[src/include/adioem_regs.svh]
/*
 * Register offsets, field positions, reset values and timing counts of the
 * auxiliary digital I/O event block.
 * Assumes a 50 MHz system clock and a 32-bit classic Wishbone register bus.
 */
// Overview of operation
// RL1: Each digital output has a function selector, including fixed high and fixed low.
// RL2: Fault function drives 1 once a fault occurred, 0 with no fault.
// RL3: Form function drives 1 for single phase, 0 for split or three phase.
// RL4: Relay function drives 1 while the output relay is enabled, else 0.
// RL5: Program function drives high with a steady-state program, low in manual mode.
// RL6: Remote function drives high under remote control, low under local control.
// RL7: Transient function drives 1 while running, paused or stepping, 0 when stopped.
// RL8: Coupling function drives 1 for transformer coupling, 0 for direct coupling.
// RL9: Each output has its own polarity inversion applied to the selected level.
// RL10: The present level of all four outputs can be read back.
// RL11: Three digital inputs exist and their present levels can be read back.
// RL12: A rising input edge issues that channel's rising command request when stored.
// RL13: A falling input edge issues that channel's falling command request when stored.
// RL14: Each input filter length ranges zero to ten million ms; zero disables filtering.
// RL15: Pulses shorter than the filter length do not register as edges.
// RL16: On relay outputs, uninverted logic 1 turns the driver on, pulling the pin low.
// RL17: Edges come from the filtered level, changed after stability for the length.
// RL18: Inversion follows selection, and readback shows the level actually driven.
`ifndef ADIOEM_REGS_SVH
`define ADIOEM_REGS_SVH

// ---------------------------------------------------------------------------
// Register byte offsets
// ---------------------------------------------------------------------------
`define ADIOEM_OFF_OUT_FUNC   8'h00
`define ADIOEM_OFF_OUT_INV    8'h04
`define ADIOEM_OFF_OUT_STATE  8'h08
`define ADIOEM_OFF_IN_STATE   8'h0c
`define ADIOEM_OFF_CMD_STORED 8'h10
`define ADIOEM_OFF_CMD_PEND   8'h14
`define ADIOEM_OFF_IN_FILT0   8'h20
`define ADIOEM_OFF_IN_FILT1   8'h24
`define ADIOEM_OFF_IN_FILT2   8'h28

// ---------------------------------------------------------------------------
// Field positions and sizes
// ---------------------------------------------------------------------------
`define ADIOEM_FUNC_W        4
`define ADIOEM_NUM_OUT       4
`define ADIOEM_NUM_IN        3
`define ADIOEM_FALL_POS      4
`define ADIOEM_PIN_POS       4
`define ADIOEM_FILT_W        24

// ---------------------------------------------------------------------------
// Reset values
// ---------------------------------------------------------------------------
`define ADIOEM_RST_OUT_FUNC  16'h0000
`define ADIOEM_RST_OUT_INV   4'h0
`define ADIOEM_RST_STORED    6'h00
`define ADIOEM_RST_FILT      24'h000000
`define ADIOEM_FILT_MAX      24'h989680

// ---------------------------------------------------------------------------
// Timing
// ---------------------------------------------------------------------------
`define ADIOEM_CLK_HZ        50000000
`define ADIOEM_TICK_MS       1
`define ADIOEM_TICK_CYCLES   (`ADIOEM_CLK_HZ / 1000 * `ADIOEM_TICK_MS)

`endif

[src/include/adioem_pkg.sv]
/*
 * Types of the auxiliary digital I/O event block.
 * Assumes nothing of its surroundings.
 */
package adioem_pkg;

   // Output function codes.
   typedef enum logic [3:0] {
      ADIOEM_FN_LOW       = 4'h0,
      ADIOEM_FN_HIGH      = 4'h1,
      ADIOEM_FN_FAULT     = 4'h2,
      ADIOEM_FN_FORM      = 4'h3,
      ADIOEM_FN_RELAY     = 4'h4,
      ADIOEM_FN_PROGRAM   = 4'h5,
      ADIOEM_FN_REMOTE    = 4'h6,
      ADIOEM_FN_TRANSIENT = 4'h7,
      ADIOEM_FN_COUPLING  = 4'h8
   } adioem_func_t;

   // Bus slave states.
   typedef enum logic [1:0] {
      ADIOEM_BUS_IDLE = 2'b01,
      ADIOEM_BUS_ACK  = 2'b10
   } adioem_bus_t;

endpackage : adioem_pkg

[src/core/adioem_in_filter.sv]
/*
 * Glitch filter and edge detector for one digital input pin.
 * Assumes an asynchronous pin and a one-cycle millisecond tick from the same clock.
 */
`timescale 1ns/1ps

module adioem_in_filter (
   input  wire logic        clk_i,
   input  wire logic        rst_i,
   input  wire logic        pin_i,
   input  wire logic        tick_i,
   input  wire logic [23:0] len_i,
   output logic             level_o,
   output logic             rise_o,
   output logic             fall_o
);

   logic        sync1_q;
   logic        sync2_q;
   logic        level_q;
   logic        rise_q;
   logic        fall_q;
   logic [23:0] cnt_q;

   // ------------------------------------------------------------------------
   // Pin synchroniser
   // ------------------------------------------------------------------------
   always_ff @(posedge clk_i) begin
      if (rst_i) begin
         sync1_q <= 1'b0;
         sync2_q <= 1'b0;
      end else begin
         sync1_q <= pin_i;
         sync2_q <= sync1_q;
      end
   end

   // ------------------------------------------------------------------------
   // Stability filter
   // ------------------------------------------------------------------------
   // A level that differs from the accepted one must persist for len_i + 1 ticks, or none when len_i is zero;
   // any return to the accepted level restarts the count, so short pulses die.
   always_ff @(posedge clk_i) begin
      if (rst_i) begin
         level_q <= 1'b0;
         cnt_q   <= 24'h000000;
         rise_q  <= 1'b0;
         fall_q  <= 1'b0;
      end else begin
         rise_q <= 1'b0;
         fall_q <= 1'b0;
         if (sync2_q == level_q) begin
            cnt_q <= 24'h000000; // RL15
         end else if (len_i == 24'h000000 || cnt_q > len_i) begin // RL14
            level_q <= sync2_q; // RL17
            cnt_q   <= 24'h000000;
            rise_q  <= sync2_q; // RL17
            fall_q  <= ~sync2_q; // RL17
         end else if (tick_i) begin
            cnt_q <= cnt_q + 24'h000001;
         end
      end
   end

   assign level_o = level_q;
   assign rise_o  = rise_q;
   assign fall_o  = fall_q;

endmodule : adioem_in_filter

[src/core/adioem_core.sv]
/*
 * Auxiliary digital I/O event block: four selectable digital outputs with
 * polarity inversion and readback, three filtered digital inputs whose edges
 * raise command requests, and a classic Wishbone register slave.
 * Assumes condition inputs come from logic on clk_i; the input pins and the
 * open-drain pad levels are asynchronous.
 */
`timescale 1ns/1ps
`include "adioem_regs.svh"

module adioem_core #(
   parameter int unsigned TICK_CYCLES = `ADIOEM_TICK_CYCLES
) (
   input  wire logic        clk_i,
   input  wire logic        rst_i,
   // Wishbone slave.
   input  wire logic        wb_cyc_i,
   input  wire logic        wb_stb_i,
   input  wire logic        wb_we_i,
   input  wire logic [7:0]  wb_adr_i,
   input  wire logic [3:0]  wb_sel_i,
   input  wire logic [31:0] wb_dat_i,
   output logic      [31:0] wb_dat_o,
   output logic             wb_ack_o,
   // Instrument conditions.
   input  wire logic        fault_i,
   input  wire logic        form_single_i,
   input  wire logic        relay_on_i,
   input  wire logic        program_run_i,
   input  wire logic        remote_i,
   input  wire logic        transient_active_i,
   input  wire logic        xfmr_coupled_i,
   // Digital inputs and command requests.
   input  wire logic [2:0]  din_i,
   output logic      [2:0]  cmd_rise_req_o,
   output logic      [2:0]  cmd_fall_req_o,
   // Digital outputs.
   output logic      [1:0]  dout_o,
   input  wire logic        relay_drive_out_a_i,
   output logic             relay_drive_out_a_o,
   output logic             relay_drive_out_a_oe_o,
   input  wire logic        relay_drive_out_b_i,
   output logic             relay_drive_out_b_o,
   output logic             relay_drive_out_b_oe_o
);

   import adioem_pkg::*;

   // ------------------------------------------------------------------------
   // Functions
   // ------------------------------------------------------------------------
   function automatic logic [31:0] byte_merge(input logic [31:0] old_v,
                                              input logic [31:0] new_v,
                                              input logic [3:0]  sel);
      logic [31:0] res;
      res = old_v;
      for (int b = 0; b < 4; b++) begin
         if (sel[b]) begin
            res[b*8 +: 8] = new_v[b*8 +: 8];
         end
      end
      return res;
   endfunction : byte_merge

   function automatic logic cond_sel(input logic [3:0] fn,
                                     input logic [6:0] cond);
      logic res;
      res = 1'b0;
      case (fn)
         ADIOEM_FN_LOW:       res = 1'b0; // RL1
         ADIOEM_FN_HIGH:      res = 1'b1; // RL1
         ADIOEM_FN_FAULT:     res = cond[0]; // RL2
         ADIOEM_FN_FORM:      res = cond[1]; // RL3
         ADIOEM_FN_RELAY:     res = cond[2]; // RL4
         ADIOEM_FN_PROGRAM:   res = cond[3]; // RL5
         ADIOEM_FN_REMOTE:    res = cond[4]; // RL6
         ADIOEM_FN_TRANSIENT: res = cond[5]; // RL7
         ADIOEM_FN_COUPLING:  res = cond[6]; // RL8
         default:             res = 1'b0;
      endcase
      return res;
   endfunction : cond_sel

   // ------------------------------------------------------------------------
   // Declarations
   // ------------------------------------------------------------------------
   adioem_bus_t  bus_q;
   logic [15:0]  out_func_q;
   logic [3:0]   out_inv_q;
   logic [3:0]   out_lvl_q;
   logic [5:0]   stored_q;
   logic [5:0]   pend_q;
   logic [23:0]  filt_len_q [0:2];
   logic [31:0]  rdata_q;
   logic [15:0]  div_q;
   logic         tick_q;
   logic [1:0]   pad_s1_q;
   logic [1:0]   pad_s2_q;
   logic [2:0]   in_lvl;
   logic [2:0]   in_rise;
   logic [2:0]   in_fall;
   logic [2:0]   rise_req_q;
   logic [2:0]   fall_req_q;
   logic [6:0]   cond;
   logic         take;
   logic         wr;
   logic [31:0]  wmerged;
   logic [31:0]  rdata_d;
   logic [5:0]   pend_set;

   assign cond = {xfmr_coupled_i, transient_active_i, remote_i, program_run_i,
                  relay_on_i, form_single_i, fault_i};
   assign take = wb_cyc_i && wb_stb_i && (bus_q == ADIOEM_BUS_IDLE);
   assign wr   = take && wb_we_i;

   // ------------------------------------------------------------------------
   // Millisecond tick divider
   // ------------------------------------------------------------------------
   always_ff @(posedge clk_i) begin
      if (rst_i) begin
         div_q  <= 16'h0000;
         tick_q <= 1'b0;
      end else if (div_q >= 16'(TICK_CYCLES - 1)) begin
         div_q  <= 16'h0000;
         tick_q <= 1'b1;
      end else begin
         div_q  <= div_q + 16'h0001;
         tick_q <= 1'b0;
      end
   end

   // ------------------------------------------------------------------------
   // Input filters
   // ------------------------------------------------------------------------
   for (genvar i = 0; i < `ADIOEM_NUM_IN; i++) begin : g_in
      adioem_in_filter u_filt (
         .clk_i   (clk_i),
         .rst_i   (rst_i),
         .pin_i   (din_i[i]),
         .tick_i  (tick_q),
         .len_i   (filt_len_q[i]),
         .level_o (in_lvl[i]),
         .rise_o  (in_rise[i]),
         .fall_o  (in_fall[i])
      );
   end

   // ------------------------------------------------------------------------
   // Command requests
   // ------------------------------------------------------------------------
   always_ff @(posedge clk_i) begin
      if (rst_i) begin
         rise_req_q <= 3'h0;
         fall_req_q <= 3'h0;
      end else begin
         rise_req_q <= in_rise & stored_q[2:0]; // RL12
         fall_req_q <= in_fall & stored_q[5:3]; // RL13
      end
   end

   assign cmd_rise_req_o = rise_req_q;
   assign cmd_fall_req_o = fall_req_q;
   assign pend_set = {fall_req_q, rise_req_q};

   // Pending requests stay until software writes a one; a new one wins.
   always_ff @(posedge clk_i) begin
      if (rst_i) begin
         pend_q <= 6'h00;
      end else if (wr && wb_adr_i == `ADIOEM_OFF_CMD_PEND && wb_sel_i[0]) begin
         pend_q <= (pend_q & ~{wb_dat_i[6:4], wb_dat_i[2:0]}) | pend_set;
      end else begin
         pend_q <= pend_q | pend_set;
      end
   end

   // ------------------------------------------------------------------------
   // Output selection
   // ------------------------------------------------------------------------
   always_ff @(posedge clk_i) begin
      if (rst_i) begin
         out_lvl_q <= 4'h0;
      end else begin
         for (int c = 0; c < `ADIOEM_NUM_OUT; c++) begin
            out_lvl_q[c] <= cond_sel(out_func_q[c*4 +: 4], cond) ^ out_inv_q[c]; // RL9 RL18
         end
      end
   end

   assign dout_o                 = out_lvl_q[1:0];
   assign relay_drive_out_a_o    = 1'b0;
   assign relay_drive_out_a_oe_o = out_lvl_q[2]; // RL16
   assign relay_drive_out_b_o    = 1'b0;
   assign relay_drive_out_b_oe_o = out_lvl_q[3]; // RL16

   // Open-drain pad levels, seen after the external pull-up.
   always_ff @(posedge clk_i) begin
      if (rst_i) begin
         pad_s1_q <= 2'h0;
         pad_s2_q <= 2'h0;
      end else begin
         pad_s1_q <= {relay_drive_out_b_i, relay_drive_out_a_i};
         pad_s2_q <= pad_s1_q;
      end
   end

   // ------------------------------------------------------------------------
   // Configuration registers
   // ------------------------------------------------------------------------
   always_ff @(posedge clk_i) begin
      if (rst_i) begin
         out_func_q <= `ADIOEM_RST_OUT_FUNC;
         out_inv_q  <= `ADIOEM_RST_OUT_INV;
         stored_q   <= `ADIOEM_RST_STORED;
      end else if (wr) begin
         case (wb_adr_i)
            `ADIOEM_OFF_OUT_FUNC:   out_func_q <= wmerged[15:0]; // RL1
            `ADIOEM_OFF_OUT_INV:    out_inv_q  <= wmerged[3:0]; // RL9
            `ADIOEM_OFF_CMD_STORED: stored_q   <= {wmerged[6:4], wmerged[2:0]};
            default: ;
         endcase
      end
   end

   always_ff @(posedge clk_i) begin
      if (rst_i) begin
         for (int i = 0; i < `ADIOEM_NUM_IN; i++) begin
            filt_len_q[i] <= `ADIOEM_RST_FILT;
         end
      end else if (wr && wb_adr_i >= `ADIOEM_OFF_IN_FILT0
                   && wb_adr_i <= `ADIOEM_OFF_IN_FILT2) begin
         if (wmerged[23:0] > `ADIOEM_FILT_MAX) begin
            filt_len_q[wb_adr_i[3:2]] <= `ADIOEM_FILT_MAX; // RL14
         end else begin
            filt_len_q[wb_adr_i[3:2]] <= wmerged[23:0]; // RL14
         end
      end
   end

   // ------------------------------------------------------------------------
   // Read mux and write merge
   // ------------------------------------------------------------------------
   always_comb begin
      rdata_d = 32'h00000000;
      case (wb_adr_i)
         `ADIOEM_OFF_OUT_FUNC:   rdata_d[15:0] = out_func_q;
         `ADIOEM_OFF_OUT_INV:    rdata_d[3:0]  = out_inv_q;
         `ADIOEM_OFF_OUT_STATE:  rdata_d[5:0]  = {pad_s2_q, out_lvl_q}; // RL10 RL18
         `ADIOEM_OFF_IN_STATE:   rdata_d[2:0]  = in_lvl; // RL11
         `ADIOEM_OFF_CMD_STORED: rdata_d[6:0]  = {stored_q[5:3], 1'b0, stored_q[2:0]};
         `ADIOEM_OFF_CMD_PEND:   rdata_d[6:0]  = {pend_q[5:3], 1'b0, pend_q[2:0]};
         `ADIOEM_OFF_IN_FILT0:   rdata_d[23:0] = filt_len_q[0];
         `ADIOEM_OFF_IN_FILT1:   rdata_d[23:0] = filt_len_q[1];
         `ADIOEM_OFF_IN_FILT2:   rdata_d[23:0] = filt_len_q[2];
         default:                rdata_d       = 32'h00000000;
      endcase
   end

   always_comb begin
      wmerged = byte_merge(rdata_d, wb_dat_i, wb_sel_i);
   end

   // ------------------------------------------------------------------------
   // Bus handshake
   // ------------------------------------------------------------------------
   // Every access, mapped or not, is answered one cycle after it is taken.
   always_ff @(posedge clk_i) begin
      if (rst_i) begin
         bus_q <= ADIOEM_BUS_IDLE;
      end else begin
         case (bus_q)
            ADIOEM_BUS_IDLE: begin
               if (take) begin
                  bus_q <= ADIOEM_BUS_ACK;
               end
            end
            ADIOEM_BUS_ACK: begin
               bus_q <= ADIOEM_BUS_IDLE;
            end
            default: begin
               bus_q <= ADIOEM_BUS_IDLE;
            end
         endcase
      end
   end

   always_ff @(posedge clk_i) begin
      if (rst_i) begin
         rdata_q <= 32'h00000000;
      end else if (take && !wb_we_i) begin
         rdata_q <= rdata_d;
      end
   end

   assign wb_ack_o = (bus_q == ADIOEM_BUS_ACK);
   assign wb_dat_o = rdata_q;

endmodule : adioem_core

[config.mk]
export PLATFORM = sky130hd
export DESIGN_NAME = adioem_core
export DESIGN_NICKNAME = d
export VERILOG_FILES = /design/src/include/adioem_pkg.sv /design/src/core/adioem_in_filter.sv /design/src/core/adioem_core.sv
export VERILOG_INCLUDE_DIRS = /design/src /design/src/include
export SDC_FILE = /design/constraint.sdc
export NUM_CORES = 1
export LEC_CHECK = 0
export ABC_AREA = 1
export BUFFER_PORTS_ARGS = -buffer_cell sky130_fd_sc_hd__buf_2
export CORE_MARGIN = 5
export CORE_UTILIZATION = 60
export CTS_CLUSTER_SIZE = 20
export DETAILED_ROUTE_END_ITERATION = 10
export MAX_ROUTING_LAYER = met4
export PLACE_DENSITY = 0.85
export SYNTH_ARGS = -nofsm -noshare
export SYNTH_HDL_FRONTEND = slang
export SYNTH_HIERARCHICAL = 1
export SYNTH_SLANG_ARGS = --single-unit
[constraint.sdc]
create_clock -name clk_i -period 3.7 [get_ports clk_i]
set_clock_uncertainty 0.15 [all_clocks]
set_input_delay 0.555 -clock clk_i [delete_from_list [all_inputs] [get_ports clk_i]]
set_output_delay 0.555 -clock clk_i [all_outputs]
set_load 0.1 [all_outputs]
==> impl_metrics.py, run 1 <==
metrics = {
    "timing": {
        "tightest_slew_ns": 0.850,
        "setup_viol": 0,
        "finalSetupTns_ns": 0,
        "fin_ws_ns": 0.633,
        "rsz0062_at_grt": "false",
        "relSlewSlack": 0.430,
        "holdWs_ns": 0.0525,
        "finalCritPeriodShare": 0.829,
        "hold_viol": 0,
        "maxSlewViolCount": 0,
        "period_minus_slack_ns": 3.07,
        "fmax_mhz": 326,
    },
    "logic_synthesis": {
        "synth.avg_cell_area_um2": 7.57,
        "synthesis.area_um2": 14300,
        "ys_seq_area_frac": 0.397,
        "synth_area_leader_cell": "dfxtp_1",
        "yosys_warnings": 6,
        "synth-async-reset-ratio": 0,
        "synth_edf_count": 72,
        "synth.most_common_cell": "nand2_1",
        "ys_types": 52,
        "yosys-top-cells-area": "dfxtp_1 25%, edfxtp_1 15%, nand2_1 11%, inv_1 7.4%, nor2_1 6.6%",
        "synth-seq-cells": 248,
        "yosysTopAreaCellShare": 0.246,
        "ys.flop_type": "dfxtp_1",
        "synthTopCellsByCount": "411 x nand2_1, 281 x inv_1, 254 x nor2_1",
        "synthCells": 1894,
    },
    "power_and_ir_drop": {
        "p_per_area_nw_per_um2": 382,
        "peakVddDrop_mv": 0.357,
        "p_leak_nw": 7.21,
        "power_mw": 6.14,
    },
    "clocking": {
        "cts_made_buffers": 27,
        "cts.repair.resized": 0,
        "clk_pin_slew_ns": 0.06,
        "cts_tree": "done",
        "htree_levels": 1,
        "post-cts-setup-buffers": 0,
        "clk_path_buf_depth": 3,
        "clk_latency_ns": 0.54,
        "cts_sinks": 248,
        "root_buffer": "clkbuf_16",
        "ctsHoldBuffers": 0,
    },
    "status": {
        "status": "finished clean",
    },
    "layout": {
        "drive_gt1_frac": 0.149,
        "diodes": 0,
        "layout.cells.non_filler": 2340,
        "syn_to_final_growth_pct": 12.2,
        "nNetsFinal": 2137,
    },
    "routing": {
        "postRouteAntennaNets": 0,
        "wirelength_um": 37300,
        "vias": 12800,
        "drt_iter0_drc": 1011,
        "viasPerCell": 5.46,
        "dr.pass1.iters": 8,
        "wl_per_cell_um": 16.0,
        "drc": 0,
    },
    "grt": {
        "grt_pass1_vias": 12300,
        "grt_pass1_wl_um": 60100,
        "grt_antenna_before_repair": 0,
        "grt_overflow": 0,
        "grt_usage": 0.283,
        "grt_max_degree": 44,
    },
    "min_path": {
        "min_from": "rst_i",
        "min_path_type": "in2reg",
        "hold-path-endpoint": "bus_q[1]",
        "min_path_cells": 2,
    },
    "job": {
        "cap_violations": 0,
    },
    "worst_setup_path": {
        "critPathMaxFanout": 11,
        "ff2ff_setup_slack_ns": 0.96,
        "worst_r2r_path_depth": 10,
        "arrival_ns": 3.31,
        "critPathCaptureType": "flop",
        "crit_type": "in2reg",
        "cp-start-kind": "input pin",
        "required_ns": 3.95,
        "r2r-start": "filt_len_q[1][23]",
        "rr_endpoint": "filt_len_q[1][1]",
    },
    "placement": {
        "pre_cts_ws_ns": 0.192,
        "dp_cells": 2290,
        "dp_hpwl_um": 28600,
        "io_buffers": 86,
        "place_congestion": 1.05,
    },
    "floorplanning": {
        "die_h_um": 165,
        "die_width_um": 165,
        "core_um2": 23500,
        "start_util": 0.611,
        "die_area_um2": 27100,
        "rows": 56,
        "io_pins": 106,
    },
}
[placed cells by master (no fill, tap or decap), drive strengths merged, types with 2 or more instances in the layout]
master / instances
clkinvlp: 2
a21oi: 93
xor2: 42
o21bai: 10
nand4: 36
nor4: 6
nor3b: 5
inv: 289
nand2: 424
dfxtp: 176
o21ai: 101
a21o: 6
o211ai: 2
clkbuf: 35
or2: 10
a22oi: 2
buf: 119
clkinv: 13
nand3: 111
a311oi: 2
bufinv: 3
conb: 10
xnor2: 25
nor3: 28
nor2: 313
nand3b: 5
edfxtp: 72
ha: 76
[routing by layer]
metal,track usage,vias up,part of all wire
li1,-,6225,-
met1,0.349,5842,0.39
met2,0.471,578,0.47
met3,0.0387,136,0.088
met4,0.113,0,0.047
met5,-,-,0
[where the power goes]
| part | total [mW] | internal, mW | switching, mW |
|---|---|---|---|
| Combinational | 0.469 | 0.111 | 0.359 |
| Sequential | 2.88 | 2.84 | 0.0366 |
| Clock | 2.80 | 1.67 | 1.13 |
| Total | 6.14 | 4.62 | 1.52 |
[registers in the layout, summed over array words and instances, names as in the netlist, 3 cells and up]
name / flops
g_in.u_filt/cnt_q: 72
filt_len_q: 72
g_in.u_filt/sync1_q: 3
g_in.u_filt/sync2_q: 3
out_func_q: 16
g_in.u_filt/rise_o: 3
div_q: 16
out_inv_q: 4
g_in.u_filt/fall_o: 3
wb_dat_o: 24
stored_q: 6
pend_q: 6
cmd_fall_req_o: 3
g_in.u_filt/level_o: 3
cmd_rise_req_o: 3
out_lvl_q: 4
[worst max-delay path by stage]
| stage | start | end | slack (ns) | depth (start not counted) |
|---|---|---|---|---|
| 2_1_floorplan | wb_adr_i[4] | filt_len_q[1][0] | 0.65 | 10 |
| 3_3_place_gp | wb_adr_i[1] | filt_len_q[1][1] | 0.27 | 18 |
| 3_5_place_dp | wb_adr_i[1] | filt_len_q[1][1] | 0.19 | 18 |
| 4_1_cts | wb_adr_i[1] | filt_len_q[1][1] | 0.73 | 18 |
| 5_1_grt | wb_adr_i[1] | filt_len_q[1][1] | 0.51 | 17 |
| 6_report | wb_adr_i[0] | filt_len_q[1][1] | 0.63 | 17 |
[area by class of cell]
class                   instances  area [um^2]
repair buffers                119          691
clock inverters                15          160
clock buffers                  35          767
fillers                      1921         7390
flip-flops and latches        248         5690
inverters                     292         1100
well taps                     319          399
multi-input cells            1312         7280
[stage by stage]
step	area, um^2	utilization
global placement	15200	0.646
finish	16100	0.685
detailed placement	15200	0.646
floorplan	14400	-
global route	16100	0.685
CTS	16100	0.685
[kinds of logic (layout without fill, tap and decap cells)]
kind of cell | after synthesis | count (layout) | share of synthesized area
flip-flops | 248 | 248 | 0.397
AO/OA/AOI/OAI | 221 | 221 | 0.0835
adder cells (fa/ha/maj) | 76 | 76 | 0.0663
XOR/XNOR | 67 | 67 | 0.0409
AND/OR/NAND/NOR | 938 | 938 | 0.314
other | 1 | 10 | 0.000262
buffers and inverters | 343 | 461 | 0.0981
[critical path, stage by stage]
cell     delay (ns)
buf_2          0.10
inv_1          0.04
nand2_1        0.22
nor2_1         0.47
nand3_1        0.19
nand2_1        0.14
nor2_1         0.09
o21ai_1        0.26
nand2_1        0.14
nor2_1         0.13
nand3_1        0.10
nor2_2         0.10
nand2_2        0.07
nand2_4        0.17
buf_4          0.26
nand3_4        0.13
nor2_1         0.14
(Power assumes the default switching activity.)
==> run 2: changes to the inputs <==
CORE_UTILIZATION = 55   (was 60)
PLACE_DENSITY = 0.83   (was 0.85)
clock period = 2.5 ns   (was 3.7 ns; I/O delays follow)
==> run 2 against run 1 <==
Flip-flop and latch count unchanged. Non-clock buffer count is 110 higher. Clock power increased by 51%. Register-to-register slack worse by 0.90 ns. Routed wire length rose by 7.1%. Setup slack worse by 0.57 ns. Clock-buffer cell count is 5 lower. Total power rose by 52%. Critical path depth decreased by 3. Utilization fell by 1.9 points. Critical path type is now reg2reg. Largest power group unchanged.
==> impl_metrics.py, run 2 (synthesis gave the netlist of run 1 again) <==
metrics = {
    "grt": {
        "grt_usage": 0.275,
        "grt_max_degree": 34,
        "grt_antenna_before_repair": 0,
        "grt_pass1_wl_um": 63400,
        "grt_pass1_vias": 12900,
        "grt_overflow": 0,
    },
    "layout": {
        "final_util": 0.666,
        "drive_gt1_frac": 0.198,
        "syn_to_final_growth_pct": 20.0,
        "final_common_cell": "nand2_1",
        "fin_area_um2": 17200,
        "nNetsFinal": 2247,
        "fill_cells": 2084,
        "diodes": 0,
        "final_cell_mix": "406 x nand2_1, 281 x inv_1, 250 x nor2_1",
    },
    "clocking": {
        "root_buffer": "clkbuf_16",
        "cts_tree": "done",
        "cts_made_buffers": 27,
        "clk_latency_ns": 0.55,
        "clk_pin_slew_ns": 0.06,
        "htree_levels": 1,
        "clk_path_buf_depth": 3,
        "cts_sinks": 248,
    },
    "timing": {
        "rsz0062_at_grt": "true",
        "holdWs_ns": 0.0623,
        "finalCritPeriodShare": 0.974,
        "period_minus_slack_ns": 2.44,
        "hold_viol": 0,
        "setup_viol": 0,
        "tightest_slew_ns": 0.697,
        "finalSetupTns_ns": 0,
        "maxSlewViolCount": 0,
        "fmax_mhz": 411,
        "relSlewSlack": 0.535,
    },
    "power_and_ir_drop": {
        "p_per_area_nw_per_um2": 541,
        "peakVddDrop_mv": 0.560,
        "p_leak_nw": 7.83,
    },
    "worst_setup_path": {
        "crit_type": "reg2reg",
        "slowest_stage": "edfxtp_1",
        "crit_chain": "nand2_1, o21ai_0, nor2_1, nand2_1, nand2_1, o21ai_2, nor2_1, nand2_1, nor2_4, nand2_2, nand2_8, buf_4, nand3b_4, nor2_2",
        "cp-start-kind": "flop",
        "arrival_ns": 2.70,
        "cp_top_family": "simple AND/OR/NAND/NOR gates",
        "critPathCaptureType": "flop",
        "required_ns": 2.76,
        "max_stage_delay_ns": 0.44,
        "critPathMostFrequentCell": "nand2_1",
        "cp.buffers_inverters": 1,
        "critPathMaxFanout": 11,
    },
    "routing": {
        "vias": 13300,
        "viasPerCell": 5.39,
        "drt_iter0_drc": 1268,
        "drc": 0,
        "wl_per_cell_um": 16.2,
        "dr.pass1.iters": 6,
        "postRouteAntennaNets": 0,
        "wirelength_um": 40000,
    },
    "status": {
        "status": "finished clean",
    },
    "placement": {
        "dp_hpwl_um": 30400,
        "io_buffers": 86,
        "place_congestion": 0.973,
        "post_dp_cell_area_um2": 16000,
    },
    "floorplanning": {
        "rows": 59,
        "die_area_um2": 29400,
        "io_pins": 106,
        "start_util": 0.555,
        "die_h_um": 171,
        "core_um2": 25800,
        "die_width_um": 171,
    },
    "job": {
        "cap_violations": 0,
    },
    "min_path": {
        "min_path_type": "in2reg",
    },
}
[run 2: cell count changes in the layout (fill, tap and decap cells not counted), sizes merged]
cell / previous run / this run
clkbuf: 35 / 31
clkinv: 13 / 14
buf: 119 / 222
dlygate4sd3: 0 / 6
clkinvlp: 2 / 3
inv: 289 / 291
[run 2: final timing paths]
path | endpoint | cells after the start | start | slack (ns)
max | filt_len_q[0][13] | 14 | filt_len_q[1][0] | 0.06
min | bus_q[1] | 3 | wb_cyc_i | 0.06
max reg2reg | filt_len_q[0][13] | 14 | filt_len_q[1][0] | 0.06
min reg2reg | g_in[1].u_filt/sync2_q | 2 | g_in[1].u_filt/sync1_q | 0.25
[run 2: routing by layer]
| layer | GRT usage | up-vias | routed length (um) |
|---|---|---|---|
| met4 | 0.0851 | 0 | 1300 |
| met1 | 0.341 | 6126 | 15900 |
| met2 | 0.466 | 593 | 19400 |
| li1 | - | 6447 | - |
| met5 | - | - | 0 |
| met3 | 0.0375 | 113 | 3470 |
[run 2: tightest hold or removal path, cell delays in order]
cell and delay [ns]:
buf_2 0.10, nand4_1 0.15, nor2_1 0.08
[run 2: where the power goes]
part           switching [mW]  total (mW)  internal (mW)
registers              0.0567        4.26           4.20
clock network            1.75        4.24           2.49
logic                   0.574       0.816          0.242
[run 2: timing repair]
| item | in CTS | in global routing |
|---|---|---|
| resized for setup | 1 | 20 |
| setup endpoints to repair | 32 | 94 |
| endpoints found under the hold margin | 7 | 0 |
| setup buffers | 1 | 5 |
| hold buffers | 6 | 0 |
| pin swaps | 0 | 2 |
| gates cloned | 0 | 1 |
[run 2: layout make-up]
cell class,instances,area (um^2),share of cell area
sequential,248,5690,0.330
clock buffer,30,751,0.0436
multi-input combinational,1312,7380,0.429
inverter,292,1100,0.0638
timing repair buffer,229,1680,0.0974
clock inverter,19,204,0.0118
tap,335,419,0.0244
[run 2: metrics by stage]
| stage | total power, mW | cells | worst slack [ns] |
|---|---|---|---|
| final | 9.32 | 2465 | 0.0643 |
| after global routing | 9.61 | 2465 | -0.0473 |
| after CTS | 9.33 | 2459 | 0.0108 |
| after detailed placement | 5.12 | 2403 | -0.531 |
| after global placement | 5.10 | 2403 | -0.457 |
| after floorplan | 4.85 | 1903 | 0.000368 |
